<file path="config.mk">
export PLATFORM = sky130hd
export DESIGN_NAME = drs_regs
export DESIGN_NICKNAME = d
export VERILOG_FILES = /design/src/drs_pkg.sv /design/src/drs_rx_chan.sv /design/src/drs_regs.sv
export VERILOG_INCLUDE_DIRS = /design/src
export SDC_FILE = /design/constraint.sdc
export NUM_CORES = 1
export LEC_CHECK = 0
export ABC_AREA = 1
export BUFFER_PORTS_ARGS = -buffer_cell sky130_fd_sc_hd__buf_2
export CORE_ASPECT_RATIO = 1.5
export CORE_MARGIN = 1.5
export CORE_UTILIZATION = 55
export DETAILED_ROUTE_END_ITERATION = 8
export PLACE_DENSITY_LB_ADDON = 0.12
export RECOVER_POWER = 100
export SYNTH_ARGS = -nofsm -noshare
export SYNTH_HDL_FRONTEND = slang
export SYNTH_HIERARCHICAL = 1
export SYNTH_SLANG_ARGS = --single-unit
export TNS_END_PERCENT = 100
</file>
<file path="constraint.sdc">
create_clock -name ref_clk -period 3.1 [get_ports ref_clk]
set_input_delay 0.155 -clock ref_clk [delete_from_list [all_inputs] [get_ports ref_clk]]
set_output_delay 0.155 -clock ref_clk [all_outputs]
set_load 0.01 [all_outputs]
</file>
<file path="src/drs_cfg.svh">
// register offsets, field positions, reset values and sizes of the rx bank
`ifndef DRS_CFG_SVH
`define DRS_CFG_SVH

// ----------------------------------------------------------------------
// register offsets (6-bit serial address space)
// ----------------------------------------------------------------------
`define DRS_ADDR_W 6
`define DRS_OFS_CTRL 6'h03
`define DRS_OFS_SERDES_CTL 6'h06
`define DRS_OFS_EVENT_FLAGS 6'h08
`define DRS_OFS_BYTE_A 6'h09
`define DRS_OFS_MASK_A 6'h0A
`define DRS_OFS_BYTE_B 6'h0B
`define DRS_OFS_MASK_B 6'h0C

// ----------------------------------------------------------------------
// field positions
// ----------------------------------------------------------------------
`define DRS_CTRL_RX_EN_BIT 7
`define DRS_CTRL_TX_EN_BIT 6
`define DRS_EOF_LEN_W 3
`define DRS_FLAGS_PER_CH 4
`define DRS_FLAG_FULL 0
`define DRS_FLAG_EOF 1
`define DRS_FLAG_FLOW 2
`define DRS_FLAG_VALID 3
`define DRS_CMD_WRITE_BIT 7

// ----------------------------------------------------------------------
// reset values and sizes
// ----------------------------------------------------------------------
`define DRS_BYTE_RESET 8'h00
`define DRS_MASK_RESET 8'h00
`define DRS_CTRL_RESET 8'h00
`define DRS_SERDES_CTL_RESET 8'h00
`define DRS_NUM_CH 2
`define DRS_SPI_BITS_CMD 5'h08
`define DRS_SPI_BITS_ALL 5'h10

`endif

</file>
<file path="src/drs_pkg.sv">
// types shared by the dual receive status bank
`default_nettype none
package drs_pkg;

  // phase of a serial port transfer
  typedef enum logic [1:0] {
    DRS_SPI_CMD,
    DRS_SPI_DATA,
    DRS_SPI_DONE
  } drs_spi_phase_t;

  // one received byte as it leaves a channel receiver
  typedef logic [7:0] drs_byte_t;

endpackage
`default_nettype wire

</file>
<file path="src/drs_rx_chan.sv">
// bit assembler and end-of-frame detector for one receive channel
`timescale 1ns/100ps
`default_nettype none
`include "drs_cfg.svh"

module drs_rx_chan #(
  parameter int LEN_W = `DRS_EOF_LEN_W
) (
  // clock and reset
  input wire logic ref_clk,
  input wire logic rst_b,
  // configuration
  input wire logic rx_active,
  input wire logic [LEN_W-1:0] eof_len,
  // bit stream from the correlator
  input wire logic bit_stb,
  input wire logic bit_data,
  input wire logic bit_valid,
  // transfer to the data register
  output logic load_stb,
  output drs_pkg::drs_byte_t load_byte,
  output drs_pkg::drs_byte_t load_mask,
  output logic eof_stb
);
  import drs_pkg::*;

  // ----------------------------------------------------------------------
  // assembly state
  // ----------------------------------------------------------------------
  logic started_q; // a valid bit was seen in this frame
  logic [2:0] pos_q; // next bit slot, first bit over the air at 0
  logic [LEN_W-1:0] inv_q; // invalid bits since the last valid one
  drs_byte_t asm_byte_q;
  drs_byte_t asm_mask_q;
  drs_byte_t asm_byte_d;
  drs_byte_t asm_mask_d;
  logic eof_hit;

  // slot the incoming bit into the partial byte; invalid bits keep a hole
  always_comb begin
    asm_byte_d = asm_byte_q;
    asm_mask_d = asm_mask_q;
    asm_byte_d[pos_q] = bit_data & bit_valid;
    asm_mask_d[pos_q] = bit_valid;
  end

  // the gap exceeds the length; a zero length fires on the first gap bit
  assign eof_hit = bit_stb && !bit_valid && started_q
    && (inv_q >= eof_len);

  // ----------------------------------------------------------------------
  // receive sequencing
  // ----------------------------------------------------------------------
  // leaving receive mode drops any half built byte, by design
  always_ff @(posedge ref_clk) begin
    load_stb <= 1'b0;
    eof_stb <= 1'b0;
    if (!rst_b || !rx_active) begin
      started_q <= 1'b0;
      pos_q <= 3'h0;
      inv_q <= '0;
      asm_byte_q <= `DRS_BYTE_RESET;
      asm_mask_q <= `DRS_MASK_RESET;
      load_byte <= `DRS_BYTE_RESET;
      load_mask <= `DRS_MASK_RESET;
    end else if (eof_hit) begin
      // frame over: hand on a partial byte if any slot was used
      eof_stb <= 1'b1;
      load_stb <= (pos_q != 3'h0);
      load_byte <= asm_byte_q;
      load_mask <= asm_mask_q;
      started_q <= 1'b0;
      pos_q <= 3'h0;
      inv_q <= '0;
      asm_byte_q <= `DRS_BYTE_RESET;
      asm_mask_q <= `DRS_MASK_RESET;
    end else if (bit_stb && (bit_valid || started_q)) begin
      started_q <= 1'b1;
      inv_q <= bit_valid ? '0 : inv_q + 1'b1;
      pos_q <= pos_q + 3'h1;
      if (pos_q == 3'h7) begin
        // complete byte
        load_stb <= 1'b1;
        load_byte <= asm_byte_d;
        load_mask <= asm_mask_d;
        asm_byte_q <= `DRS_BYTE_RESET;
        asm_mask_q <= `DRS_MASK_RESET;
      end else begin
        asm_byte_q <= asm_byte_d;
        asm_mask_q <= asm_mask_d;
      end
    end
  end

endmodule // drs_rx_chan
`default_nettype wire

</file>
<file path="src/drs_regs.sv">
// receive status register bank for two channels behind a serial port
`timescale 1ns/100ps
`default_nettype none
`include "drs_cfg.svh"

module drs_regs (
  // clock and reset
  input wire logic ref_clk,
  input wire logic rst_b,
  // serial register port (mode 0, msb first)
  input wire logic spi_sck,
  input wire logic spi_ss_b,
  input wire logic spi_mosi,
  output logic spi_miso,
  output logic spi_miso_oe,
  // channel A bit stream
  input wire logic rxa_bit_stb,
  input wire logic rxa_bit_data,
  input wire logic rxa_bit_valid,
  // channel B bit stream
  input wire logic rxb_bit_stb,
  input wire logic rxb_bit_data,
  input wire logic rxb_bit_valid,
  // receive mode seen by the rest of the radio
  output logic rx_mode
);
  import drs_pkg::*;

  localparam int NCH = `DRS_NUM_CH;
  localparam int FW = `DRS_FLAGS_PER_CH;

  // ----------------------------------------------------------------------
  // pin synchronisers
  // ----------------------------------------------------------------------
  logic sck_s1, sck_s2, sck_s3; // s1 feeds s2 only
  logic ss_s1, ss_s2; // chip select, active low
  logic mosi_s1, mosi_s2;

  // the port pins belong to the host's timing, so two stages each
  always_ff @(posedge ref_clk) begin
    if (!rst_b) begin
      sck_s1 <= 1'b0;
      sck_s2 <= 1'b0;
      sck_s3 <= 1'b0;
      ss_s1 <= 1'b1;
      ss_s2 <= 1'b1;
      mosi_s1 <= 1'b0;
      mosi_s2 <= 1'b0;
    end else begin
      sck_s1 <= spi_sck;
      sck_s2 <= sck_s1;
      sck_s3 <= sck_s2;
      ss_s1 <= spi_ss_b;
      ss_s2 <= ss_s1;
      mosi_s1 <= spi_mosi;
      mosi_s2 <= mosi_s1;
    end
  end

  logic sck_rise; // sample edge
  logic sck_fall; // shift-out edge
  assign sck_rise = sck_s2 && !sck_s3 && !ss_s2;
  assign sck_fall = !sck_s2 && sck_s3 && !ss_s2;

  // ----------------------------------------------------------------------
  // serial transfer sequencing
  // ----------------------------------------------------------------------
  drs_spi_phase_t phase_q;
  logic [4:0] bit_cnt_q; // bits sampled in this transfer
  logic [7:0] shin_q; // incoming shift register
  logic [7:0] shout_q; // outgoing shift register
  logic [`DRS_ADDR_W-1:0] addr_q; // register addressed by the command
  logic wr_cmd_q; // command asked for a write
  logic rd_stb; // one-cycle read side-effect pulse
  logic wr_stb; // one-cycle write pulse
  logic [7:0] shin_next;
  logic [7:0] rd_value;

  assign shin_next = {shin_q[6:0], mosi_s2};
  assign rd_stb = sck_rise && (phase_q == DRS_SPI_CMD)
    && (bit_cnt_q == `DRS_SPI_BITS_CMD - 5'h1)
    && !shin_next[`DRS_CMD_WRITE_BIT];
  assign wr_stb = sck_rise && (phase_q == DRS_SPI_DATA)
    && (bit_cnt_q == `DRS_SPI_BITS_ALL - 5'h1) && wr_cmd_q;

  // command byte, then one data byte; extra clocks are ignored
  always_ff @(posedge ref_clk) begin
    if (!rst_b || ss_s2) begin
      phase_q <= DRS_SPI_CMD;
      bit_cnt_q <= 5'h00;
      shin_q <= 8'h00;
      addr_q <= '0;
      wr_cmd_q <= 1'b0;
    end else if (sck_rise) begin
      shin_q <= shin_next;
      case (phase_q)
        DRS_SPI_CMD: begin
          bit_cnt_q <= bit_cnt_q + 5'h01;
          if (bit_cnt_q == `DRS_SPI_BITS_CMD - 5'h1) begin
            phase_q <= DRS_SPI_DATA;
            addr_q <= shin_next[`DRS_ADDR_W-1:0];
            wr_cmd_q <= shin_next[`DRS_CMD_WRITE_BIT];
          end
        end
        DRS_SPI_DATA: begin
          bit_cnt_q <= bit_cnt_q + 5'h01;
          if (bit_cnt_q == `DRS_SPI_BITS_ALL - 5'h1) begin
            phase_q <= DRS_SPI_DONE;
          end
        end
        default: begin
          phase_q <= DRS_SPI_DONE;
        end
      endcase
    end
  end

  // read data is captured once, at the end of the command byte
  always_ff @(posedge ref_clk) begin
    if (!rst_b || ss_s2) begin
      shout_q <= 8'h00;
      spi_miso <= 1'b0;
    end else if (rd_stb) begin
      shout_q <= rd_value;
    end else if (sck_fall && (phase_q == DRS_SPI_DATA)) begin
      spi_miso <= shout_q[7];
      shout_q <= {shout_q[6:0], 1'b0};
    end
  end

  // drive the data-out pin only while selected
  assign spi_miso_oe = !ss_s2;

  // ----------------------------------------------------------------------
  // writable configuration
  // ----------------------------------------------------------------------
  logic [7:0] ctrl_q; // rx and tx enables in bits 7:6
  logic [7:0] serdes_ctl_q; // end-of-frame length in low bits

  always_ff @(posedge ref_clk) begin
    if (!rst_b) begin
      ctrl_q <= `DRS_CTRL_RESET;
      serdes_ctl_q <= `DRS_SERDES_CTL_RESET;
    end else if (wr_stb) begin
      if (addr_q == `DRS_OFS_CTRL) begin
        ctrl_q <= shin_next;
      end else if (addr_q == `DRS_OFS_SERDES_CTL) begin
        serdes_ctl_q <= shin_next;
      end
      // status, data and mask registers ignore writes
    end
  end

  assign rx_mode = ctrl_q[`DRS_CTRL_RX_EN_BIT];

  // ----------------------------------------------------------------------
  // per channel receivers and flags
  // ----------------------------------------------------------------------
  logic [NCH-1:0] bit_stb_v, bit_data_v, bit_valid_v;
  logic [NCH*FW-1:0] flags_all; // channel c in nibble c
  drs_byte_t byte_all [NCH];
  drs_byte_t mask_all [NCH];
  logic rd_flags; // status register read
  logic [`DRS_ADDR_W-1:0] byte_ofs [NCH];

  assign bit_stb_v = {rxb_bit_stb, rxa_bit_stb};
  assign bit_data_v = {rxb_bit_data, rxa_bit_data};
  assign bit_valid_v = {rxb_bit_valid, rxa_bit_valid};
  assign byte_ofs[0] = `DRS_OFS_BYTE_A;
  assign byte_ofs[1] = `DRS_OFS_BYTE_B;
  assign rd_flags = rd_stb && (shin_next[`DRS_ADDR_W-1:0]
    == `DRS_OFS_EVENT_FLAGS);

  genvar c;
  generate
    for (c = 0; c < NCH; c = c + 1) begin : g_ch
      logic load_stb, eof_stb;
      drs_byte_t load_byte, load_mask;
      logic rd_byte; // this channel's data register read
      logic full_q, eof_q, flow_q, valid_q;
      drs_byte_t byte_q, mask_q;

      drs_rx_chan #(
        .LEN_W(`DRS_EOF_LEN_W)
      ) u_rx (
        .ref_clk(ref_clk),
        .rst_b(rst_b),
        .rx_active(rx_mode),
        .eof_len(serdes_ctl_q[`DRS_EOF_LEN_W-1:0]),
        .bit_stb(bit_stb_v[c]),
        .bit_data(bit_data_v[c]),
        .bit_valid(bit_valid_v[c]),
        .load_stb(load_stb),
        .load_byte(load_byte),
        .load_mask(load_mask),
        .eof_stb(eof_stb)
      );

      assign rd_byte = rd_stb
        && (shin_next[`DRS_ADDR_W-1:0] == byte_ofs[c]);

      // data and mask hold the last transfer from the receiver
      always_ff @(posedge ref_clk) begin
        if (!rst_b) begin
          byte_q <= `DRS_BYTE_RESET;
          mask_q <= `DRS_MASK_RESET;
        end else if (load_stb) begin
          byte_q <= load_byte;
          mask_q <= load_mask;
        end
      end

      // event flags: in every branch a hardware set beats a read clear
      always_ff @(posedge ref_clk) begin
        if (!rst_b) begin
          full_q <= 1'b0;
          eof_q <= 1'b0;
          flow_q <= 1'b0;
          valid_q <= 1'b0;
        end else begin
          // full follows every transfer, enables play no part
          if (load_stb) begin
            full_q <= 1'b1;
          end else if (rd_byte || rd_flags) begin
            full_q <= 1'b0;
          end
          // overrun on load, or underrun on a read of an empty register
          if ((load_stb && full_q) || (rd_byte && !full_q)) begin
            flow_q <= 1'b1;
          end else if (rd_flags) begin
            flow_q <= 1'b0;
          end
          if (eof_stb) begin
            eof_q <= 1'b1;
          end else if (rd_flags) begin
            eof_q <= 1'b0;
          end
          // valid tracks each loaded byte and never clears on read
          if (load_stb) begin
            valid_q <= &load_mask;
          end
        end
      end

      assign flags_all[c*FW +: FW] = {valid_q, flow_q, eof_q, full_q};
      assign byte_all[c] = byte_q;
      assign mask_all[c] = mask_q;
    end
  endgenerate

  // ----------------------------------------------------------------------
  // read decode
  // ----------------------------------------------------------------------
  logic [`DRS_ADDR_W-1:0] rd_addr;
  assign rd_addr = shin_next[`DRS_ADDR_W-1:0];

  // outside receive mode the receivers are held idle and a status read still clears the full, eof and flow flags, only the view is masked
  always_comb begin
    if (rd_addr == `DRS_OFS_EVENT_FLAGS) begin
      rd_value = rx_mode ? flags_all : 8'h00;
    end else if (rd_addr == `DRS_OFS_BYTE_A) begin
      rd_value = byte_all[0];
    end else if (rd_addr == `DRS_OFS_MASK_A) begin
      rd_value = mask_all[0];
    end else if (rd_addr == `DRS_OFS_BYTE_B) begin
      rd_value = byte_all[1];
    end else if (rd_addr == `DRS_OFS_MASK_B) begin
      rd_value = mask_all[1];
    end else if (rd_addr == `DRS_OFS_CTRL) begin
      rd_value = ctrl_q;
    end else if (rd_addr == `DRS_OFS_SERDES_CTL) begin
      rd_value = serdes_ctl_q;
    end else begin
      rd_value = 8'h00; // unmapped reads as zero
    end
  end

endmodule // drs_regs
`default_nettype wire

</file>
# After elaboration in Yosys (flattened, before gate mapping)
# Index checks and enable logic that the tools add are counted.
[word_totals] regBits=175 inputBits=11 elab_cells=206
[classes] bitwise=4 n_reduce_logical=73 n_mux=56 order_cmp=6 add_sub_neg=5 eq_ne=16
[op_table] op="8-bit 2-to-1 mux" count=26
[op_table] op="8-bit bitwise mux" count=4
[op_table] op="6-bit by 4-bit == test with 1-bit output (second input constant)" count=5
[op_table] op="1-bit logical AND" count=28
[op_table] op="2-bit nonzero test" count=11
[op_table] op="1-bit 2-to-1 mux" count=19
[op_table] op="8-bit AND reduction" count=2
[op_table] op="3-bit by 1-bit adder with 3-bit output (second input constant)" count=4
[op_table] op="6-bit by 2-bit == test with 1-bit output (second input constant)" count=2
[op_table] op="6-bit by 3-bit == test with 1-bit output (second input constant)" count=2
[op_table] op="1-bit logical NOT" count=10
[op_table] op="2-bit AND reduction" count=5
[op_table] op="3-bit AND reduction" count=3
[op_table] op="1-bit logical OR" count=8
[op_table] op="3-bit by 4-bit less-than comparator with 1-bit output (second input constant)" count=2
[op_table] op="1-bit demux with 3-bit select" count=2
[op_table] op="3-bit == test (second input constant)" count=2
[op_table] op="3-bit by 1-bit greater-or-equal comparator with 1-bit output (second input constant)" count=2
[op_table] op="3-bit greater-or-equal comparator" count=2
[op_table] op="3-bit 2-to-1 mux" count=2
[op_table] op="3-bit nonzero test" count=2
[op_table] op="2-bit OR reduction" count=3
[op_table] op="5-bit by 1-bit adder with 5-bit output (second input constant)" count=1
[op_table] op="5-bit by 3-bit == test with 1-bit output (second input constant)" count=1
[op_table] op="other kinds (8)" count=12

# Logic depth before layout (Yosys ltp)
[depth] word_depth=10 depth_mapped=12

# Hierarchy
# Netlist, hierarchy kept.
[by_module_without_submodules] mod="drs_regs" seq_area_each_um2=1861.8 instances=1 area_per_inst_um2=4027.6 cells_each=540
[by_module_without_submodules] mod="drs_rx_chan (g_ch[0].u_rx)" seq_area_each_um2=820.8 instances=1 area_per_inst_um2=2303.5 cells_each=337
[by_module_without_submodules] mod="drs_rx_chan (g_ch[1].u_rx)" seq_area_each_um2=820.8 instances=1 area_per_inst_um2=2258.4 cells_each=337

# Worst setup path after synthesis
# Ideal clock, no wire load.
[synth_path] kind="register to register" startpoint="register bit_cnt_q[1]" endpoint="register ctrl_q[5]" n_path_buf=1 path_slack_ns=1.500 arrival_ns=1.530 path_stages_with_launch=10 setup_ns=0.070 synth_period_minus_slack_ns=1.600 cell_sequence="dfxtp_1 ha_1 nand2_1 nor2_1 ha_1 nand4_4 nor3_4 buf_6 o21ai_0 a21oi_1"
[synth_via] elab_chain_cells=4
[synth_lines] item="from (decl)" line_no="drs_regs.sv:69" rtl="logic [4:0] bit_cnt_q;"
[synth_lines] item="from (signal assigned)" line_no="drs_regs.sv:98" rtl="bit_cnt_q <= bit_cnt_q + 5'h01;"
[synth_lines] item="from (signal assigned)" line_no="drs_regs.sv:106" rtl="bit_cnt_q <= bit_cnt_q + 5'h01;"
[synth_lines] item="5-bit by 4-bit == test with 1-bit output" line_no="drs_regs.sv:84" rtl="&& (bit_cnt_q == `DRS_SPI_BITS_ALL - 5'h1) && wr_cmd_q;"
[synth_lines] item="1-bit logical AND (2 in a row)" line_no="drs_regs.sv:83" rtl="assign wr_stb = sck_rise && (phase_q == DRS_SPI_DATA)"
[synth_lines] item="2-bit AND reduction (no line)"
[synth_lines] item="to (signal assigned)" line_no="drs_regs.sv:142" rtl="ctrl_q <= `DRS_CTRL_RESET;"
[synth_lines] item="to (signal assigned)" line_no="drs_regs.sv:146" rtl="ctrl_q <= shin_next;"
[synth_lines] item="to (decl)" line_no="drs_regs.sv:137" rtl="logic [7:0] ctrl_q;"
# No other way between the ends.
# A chain may end at the register's enable or synchronous reset.

# Worst setup path in the final report
[layout_path] startpoint="register serdes_ctl_q[2]" endpoint="register g_ch[1].u_rx.asm_mask_q[1]"
[layout_via] elab_chain_cells=3
[layout_lines] item="from (decl)" line_no="drs_regs.sv:138" rtl="logic [7:0] serdes_ctl_q;"
[layout_lines] item="from (signal assigned)" line_no="drs_regs.sv:143" rtl="serdes_ctl_q <= `DRS_SERDES_CTL_RESET;"
[layout_lines] item="from (signal assigned)" line_no="drs_regs.sv:148" rtl="serdes_ctl_q <= shin_next;"
[layout_lines] item="3-bit greater-or-equal comparator" line_no="drs_rx_chan.sv:49" rtl="&& (inv_q >= eof_len);"
[layout_lines] item="1-bit logical AND" line_no="drs_rx_chan.sv:49"
[layout_lines] item="2-bit OR reduction (no line)"
[layout_lines] item="to (signal assigned)" line_no="drs_rx_chan.sv:63" rtl="asm_mask_q <= `DRS_MASK_RESET;"
[layout_lines] item="to (signal assigned)" line_no="drs_rx_chan.sv:76" rtl="asm_mask_q <= `DRS_MASK_RESET;"
[layout_lines] item="to (signal assigned)" line_no="drs_rx_chan.sv:87" rtl="asm_mask_q <= `DRS_MASK_RESET;"
[layout_lines] item="to (decl)" line_no="drs_rx_chan.sv:34" rtl="drs_byte_t asm_mask_q;"
# No other way between the ends.

==> results.tsv <==
metric	value	unit
min_period	2470	ps
grt_pass1_wl	33090	um
cts_tree	done	
clkPwrFrac	50.5	%
drive_gt1_share	8.739	%
numClockSinks	175	
core	15210	um^2
cp.arrival	2760	ps
netSwitchingFraction	20.54	%
fp.dieArea	16390	um^2
postCtsSetupRepairBufs	0	
syn-cell-area	8589	um^2
skew	7.354	ps
synth.area.top_cells	dfxtp_1, nand2_1, nor2_1	
crit_chain	inv_1 > ha_1 > nand2_1 > inv_1 > nand2_1 > nand2_4 > nand2_4 > nand2_1 > clkbuf_1 > a21oi_1	
io_buffers	13	
grt_usage	24.73	%
start_util	56.48	%
grt_max_degree	35	
die_h	156.1	um
nNetsFinal	1227	
slowest_delay	470	ps
clkSlewWorstSetupHoldPaths	60	ps
p_seq_share	47.8	%
yosys_warnings	6	
finalSetupViolations	0	
final_cell_mix	nand2_1, dfxtp_1, nor2_1	
start_kind	flop	
cts_resized	0	
postSynthCellCount	1214	
hpwl	13330	um
vias_per_cell	5.266	
intPower	3.750	mW
cts-htree-levels	4	
syn_area_per_cell	7.075	um^2
ff2ff_path_depth	10	
syn_to_final_growth	7.589	%
cts-root-buf	clkbuf_16	
ys_types	42	
wl_per_cell	13.75	um
rsz0062_at_grt	no	
path_class	flop to flop	
via_count	7435	
yosysSeqAreaShare	40.79	%
ys_seq_elements	175	
path_max_fanout	34	
clock_latency	430	ps
drtPass1Iterations	6	
fmax	404.9	MHz
antennaDiodeCount	0	
crit_required	3390	ps
cp-startpoint	serdes_ctl_q[2]	
fin_crit_sh	79.67	%
grt_remaining_overflow	0	
crit_path_frequent_cell	nand2_1	
setup_tns	0	ps
synth_area_leader_cell	dfxtp_1	
gp_congestion	0.8989	
cts_buffers	17	
worst_pin_slew	1118	ps
pwr_density_cell	510.7	nW/um^2
drc	0	
first_global_vias	6967	
power_switching	0.9695	mW
endpoint_kind	flop	
first_iter_violations	427	
worstHoldPathType	primary input to flop	
drv_slew	0	
crit_path_end	g_ch[1].u_rx/asm_mask_q[1]	
clock_path_buffers	2	
peakVddDrop	349.2	uV
rr_startpoint	serdes_ctl_q[2]	
num_rows	55	
drv_cap	0	
finalCoreUtilization	60.77	%
power_frac_comb	1.7	%
final_common_cell	nand2_1	
reg2reg_slack	630	ps
grt_antenna_before_repair	0	
antenna_left	0	
die_w	105.0	um
ios	14	
status	completed	
p_leak	3.902	nW
yosys.area.top_type_share	40.79	%
syn-num-nets	1241	
cp_slowest_cell	clkbuf_1	
nFillCells	1458	
finalHoldViolCount	0	
relSlewSlack	25.46	%
reg2reg_to	g_ch[1].u_rx/asm_mask_q[1]	
finalWirelength	19410	um
-- metal layers --
| layer | up-vias | wire length, um | track usage (%) |
|---|---|---|---|
| met1 | 3335 | 8662 | 29.93 |
| met2 | 142 | 9584 | 43.67 |
| met4 | 0 | 538 | 10.57 |
| li1 | 3924 | - | - |
| met3 | 34 | 624 | 3.425 |
| met5 | - | 0 | 0 |
-- kinds of logic (layout without fill, tap and decap cells) --
family | Yosys count | after routing | share of synthesized area (%)
and+or+nand+nor | 686 | 686 | 36.93
AOI/OAI and AO/OA | 188 | 188 | 11.74
DFF | 175 | 175 | 40.79
buffers and inverters | 147 | 146 | 8.012
adders and majority gates | 16 | 16 | 2.331
xor gates and xnor gates | 2 | 2 | 0.2040
-- power groups by stage --
stage                     Sequential [mW]  Combinational (mW)  Clock, mW
after global placement               2.31              0.0788          0
after detailed placement             2.31              0.0790          0
after floorplan                      2.30              0.0603          0
after CTS                            2.25              0.0820       2.42
final                                2.25              0.0806       2.38
after global routing                 2.25              0.0899       2.51
-- layout make-up --
class	count	area, um^2	area share, %
tap	199	249.0	2.694
multi-input combinational	892	4337	46.93
clock buffer	19	452.9	4.901
clock inverter	13	207.7	2.247
sequential	175	3503	37.91
timing repair buffer	27	158.9	1.719
inverter	87	332.8	3.601
-- worst min-delay path by stage --
stage | cells past startpoint | slack, ps | to | start
floorplan | 2 | 250 | mosi_s1 | spi_mosi
global placement | 3 | 340 | sck_s1 | spi_sck
detailed placement | 3 | 340 | sck_s1 | spi_sck
CTS | 3 | 150 | sck_s2 | rst_b
global route | 5 | 200 | g_ch[0].u_rx/pos_q[1] | rxa_bit_stb
finish | 5 | 170 | g_ch[1].u_rx/started_q | rxb_bit_stb
-- registers in the layout, indices dropped and copies added (netlist names), 8 cells and up --
signal                count
shout_q                   8
g_ch.u_rx/load_mask      16
g_ch.byte_q              16
g_ch.mask_q              16
g_ch.u_rx/load_byte      16
ctrl_q                    8
g_ch.u_rx/asm_byte_q     16
g_ch.u_rx/asm_mask_q     16
serdes_ctl_q              8
-- what timing repair did --
item                       CTS  global route
setup endpoints to repair    0             0
hold buffers                 3             0
hold endpoints to repair     3             0
-- metrics by stage --
| stage | cells | area (um^2) | worst slack, ps | hold WS [ps] | power, mW |
|---|---|---|---|---|---|
| 2_1_floorplan | 1214 | 8589 | 1500 | 252.6 | 2.365 |
| 3_3_place_gp | 1377 | 8631 | 901.6 | 335.3 | 2.384 |
| 3_5_place_dp | 1377 | 8631 | 806.9 | 345.0 | 2.384 |
| 4_1_cts | 1412 | 9321 | 790.7 | 147.4 | 4.760 |
| 5_1_grt | 1412 | 9241 | 350.8 | 200.2 | 4.851 |
| 6_report | 1412 | 9241 | 630.3 | 174.9 | 4.720 |
-- cells in the mapped netlist (all sizes together) --
cell	instances
o21ai	75
or2	2
a211oi	1
nor2	177
dfxtp	175
buf	39
nor3	3
nand3b	33
nand2	344
clkinv	6
o211ai	3
a21oi	100
clkbuf	21
a22oi	4
ha	16
o22ai	2
nor3b	2
nand3	93
nand4	32
a21boi	2
a31oi	1
xor2	2
inv	81
-- worst max-delay path, delay by kind of cell, from the launching register on --
family / cells / cell delay [ps]
simple gates: 5 / 950
buf+inv: 3 / 580
flops: 1 / 380
fa+ha+maj: 1 / 310
compound gates: 1 / 90
Power figures use the tool's default switching activity.
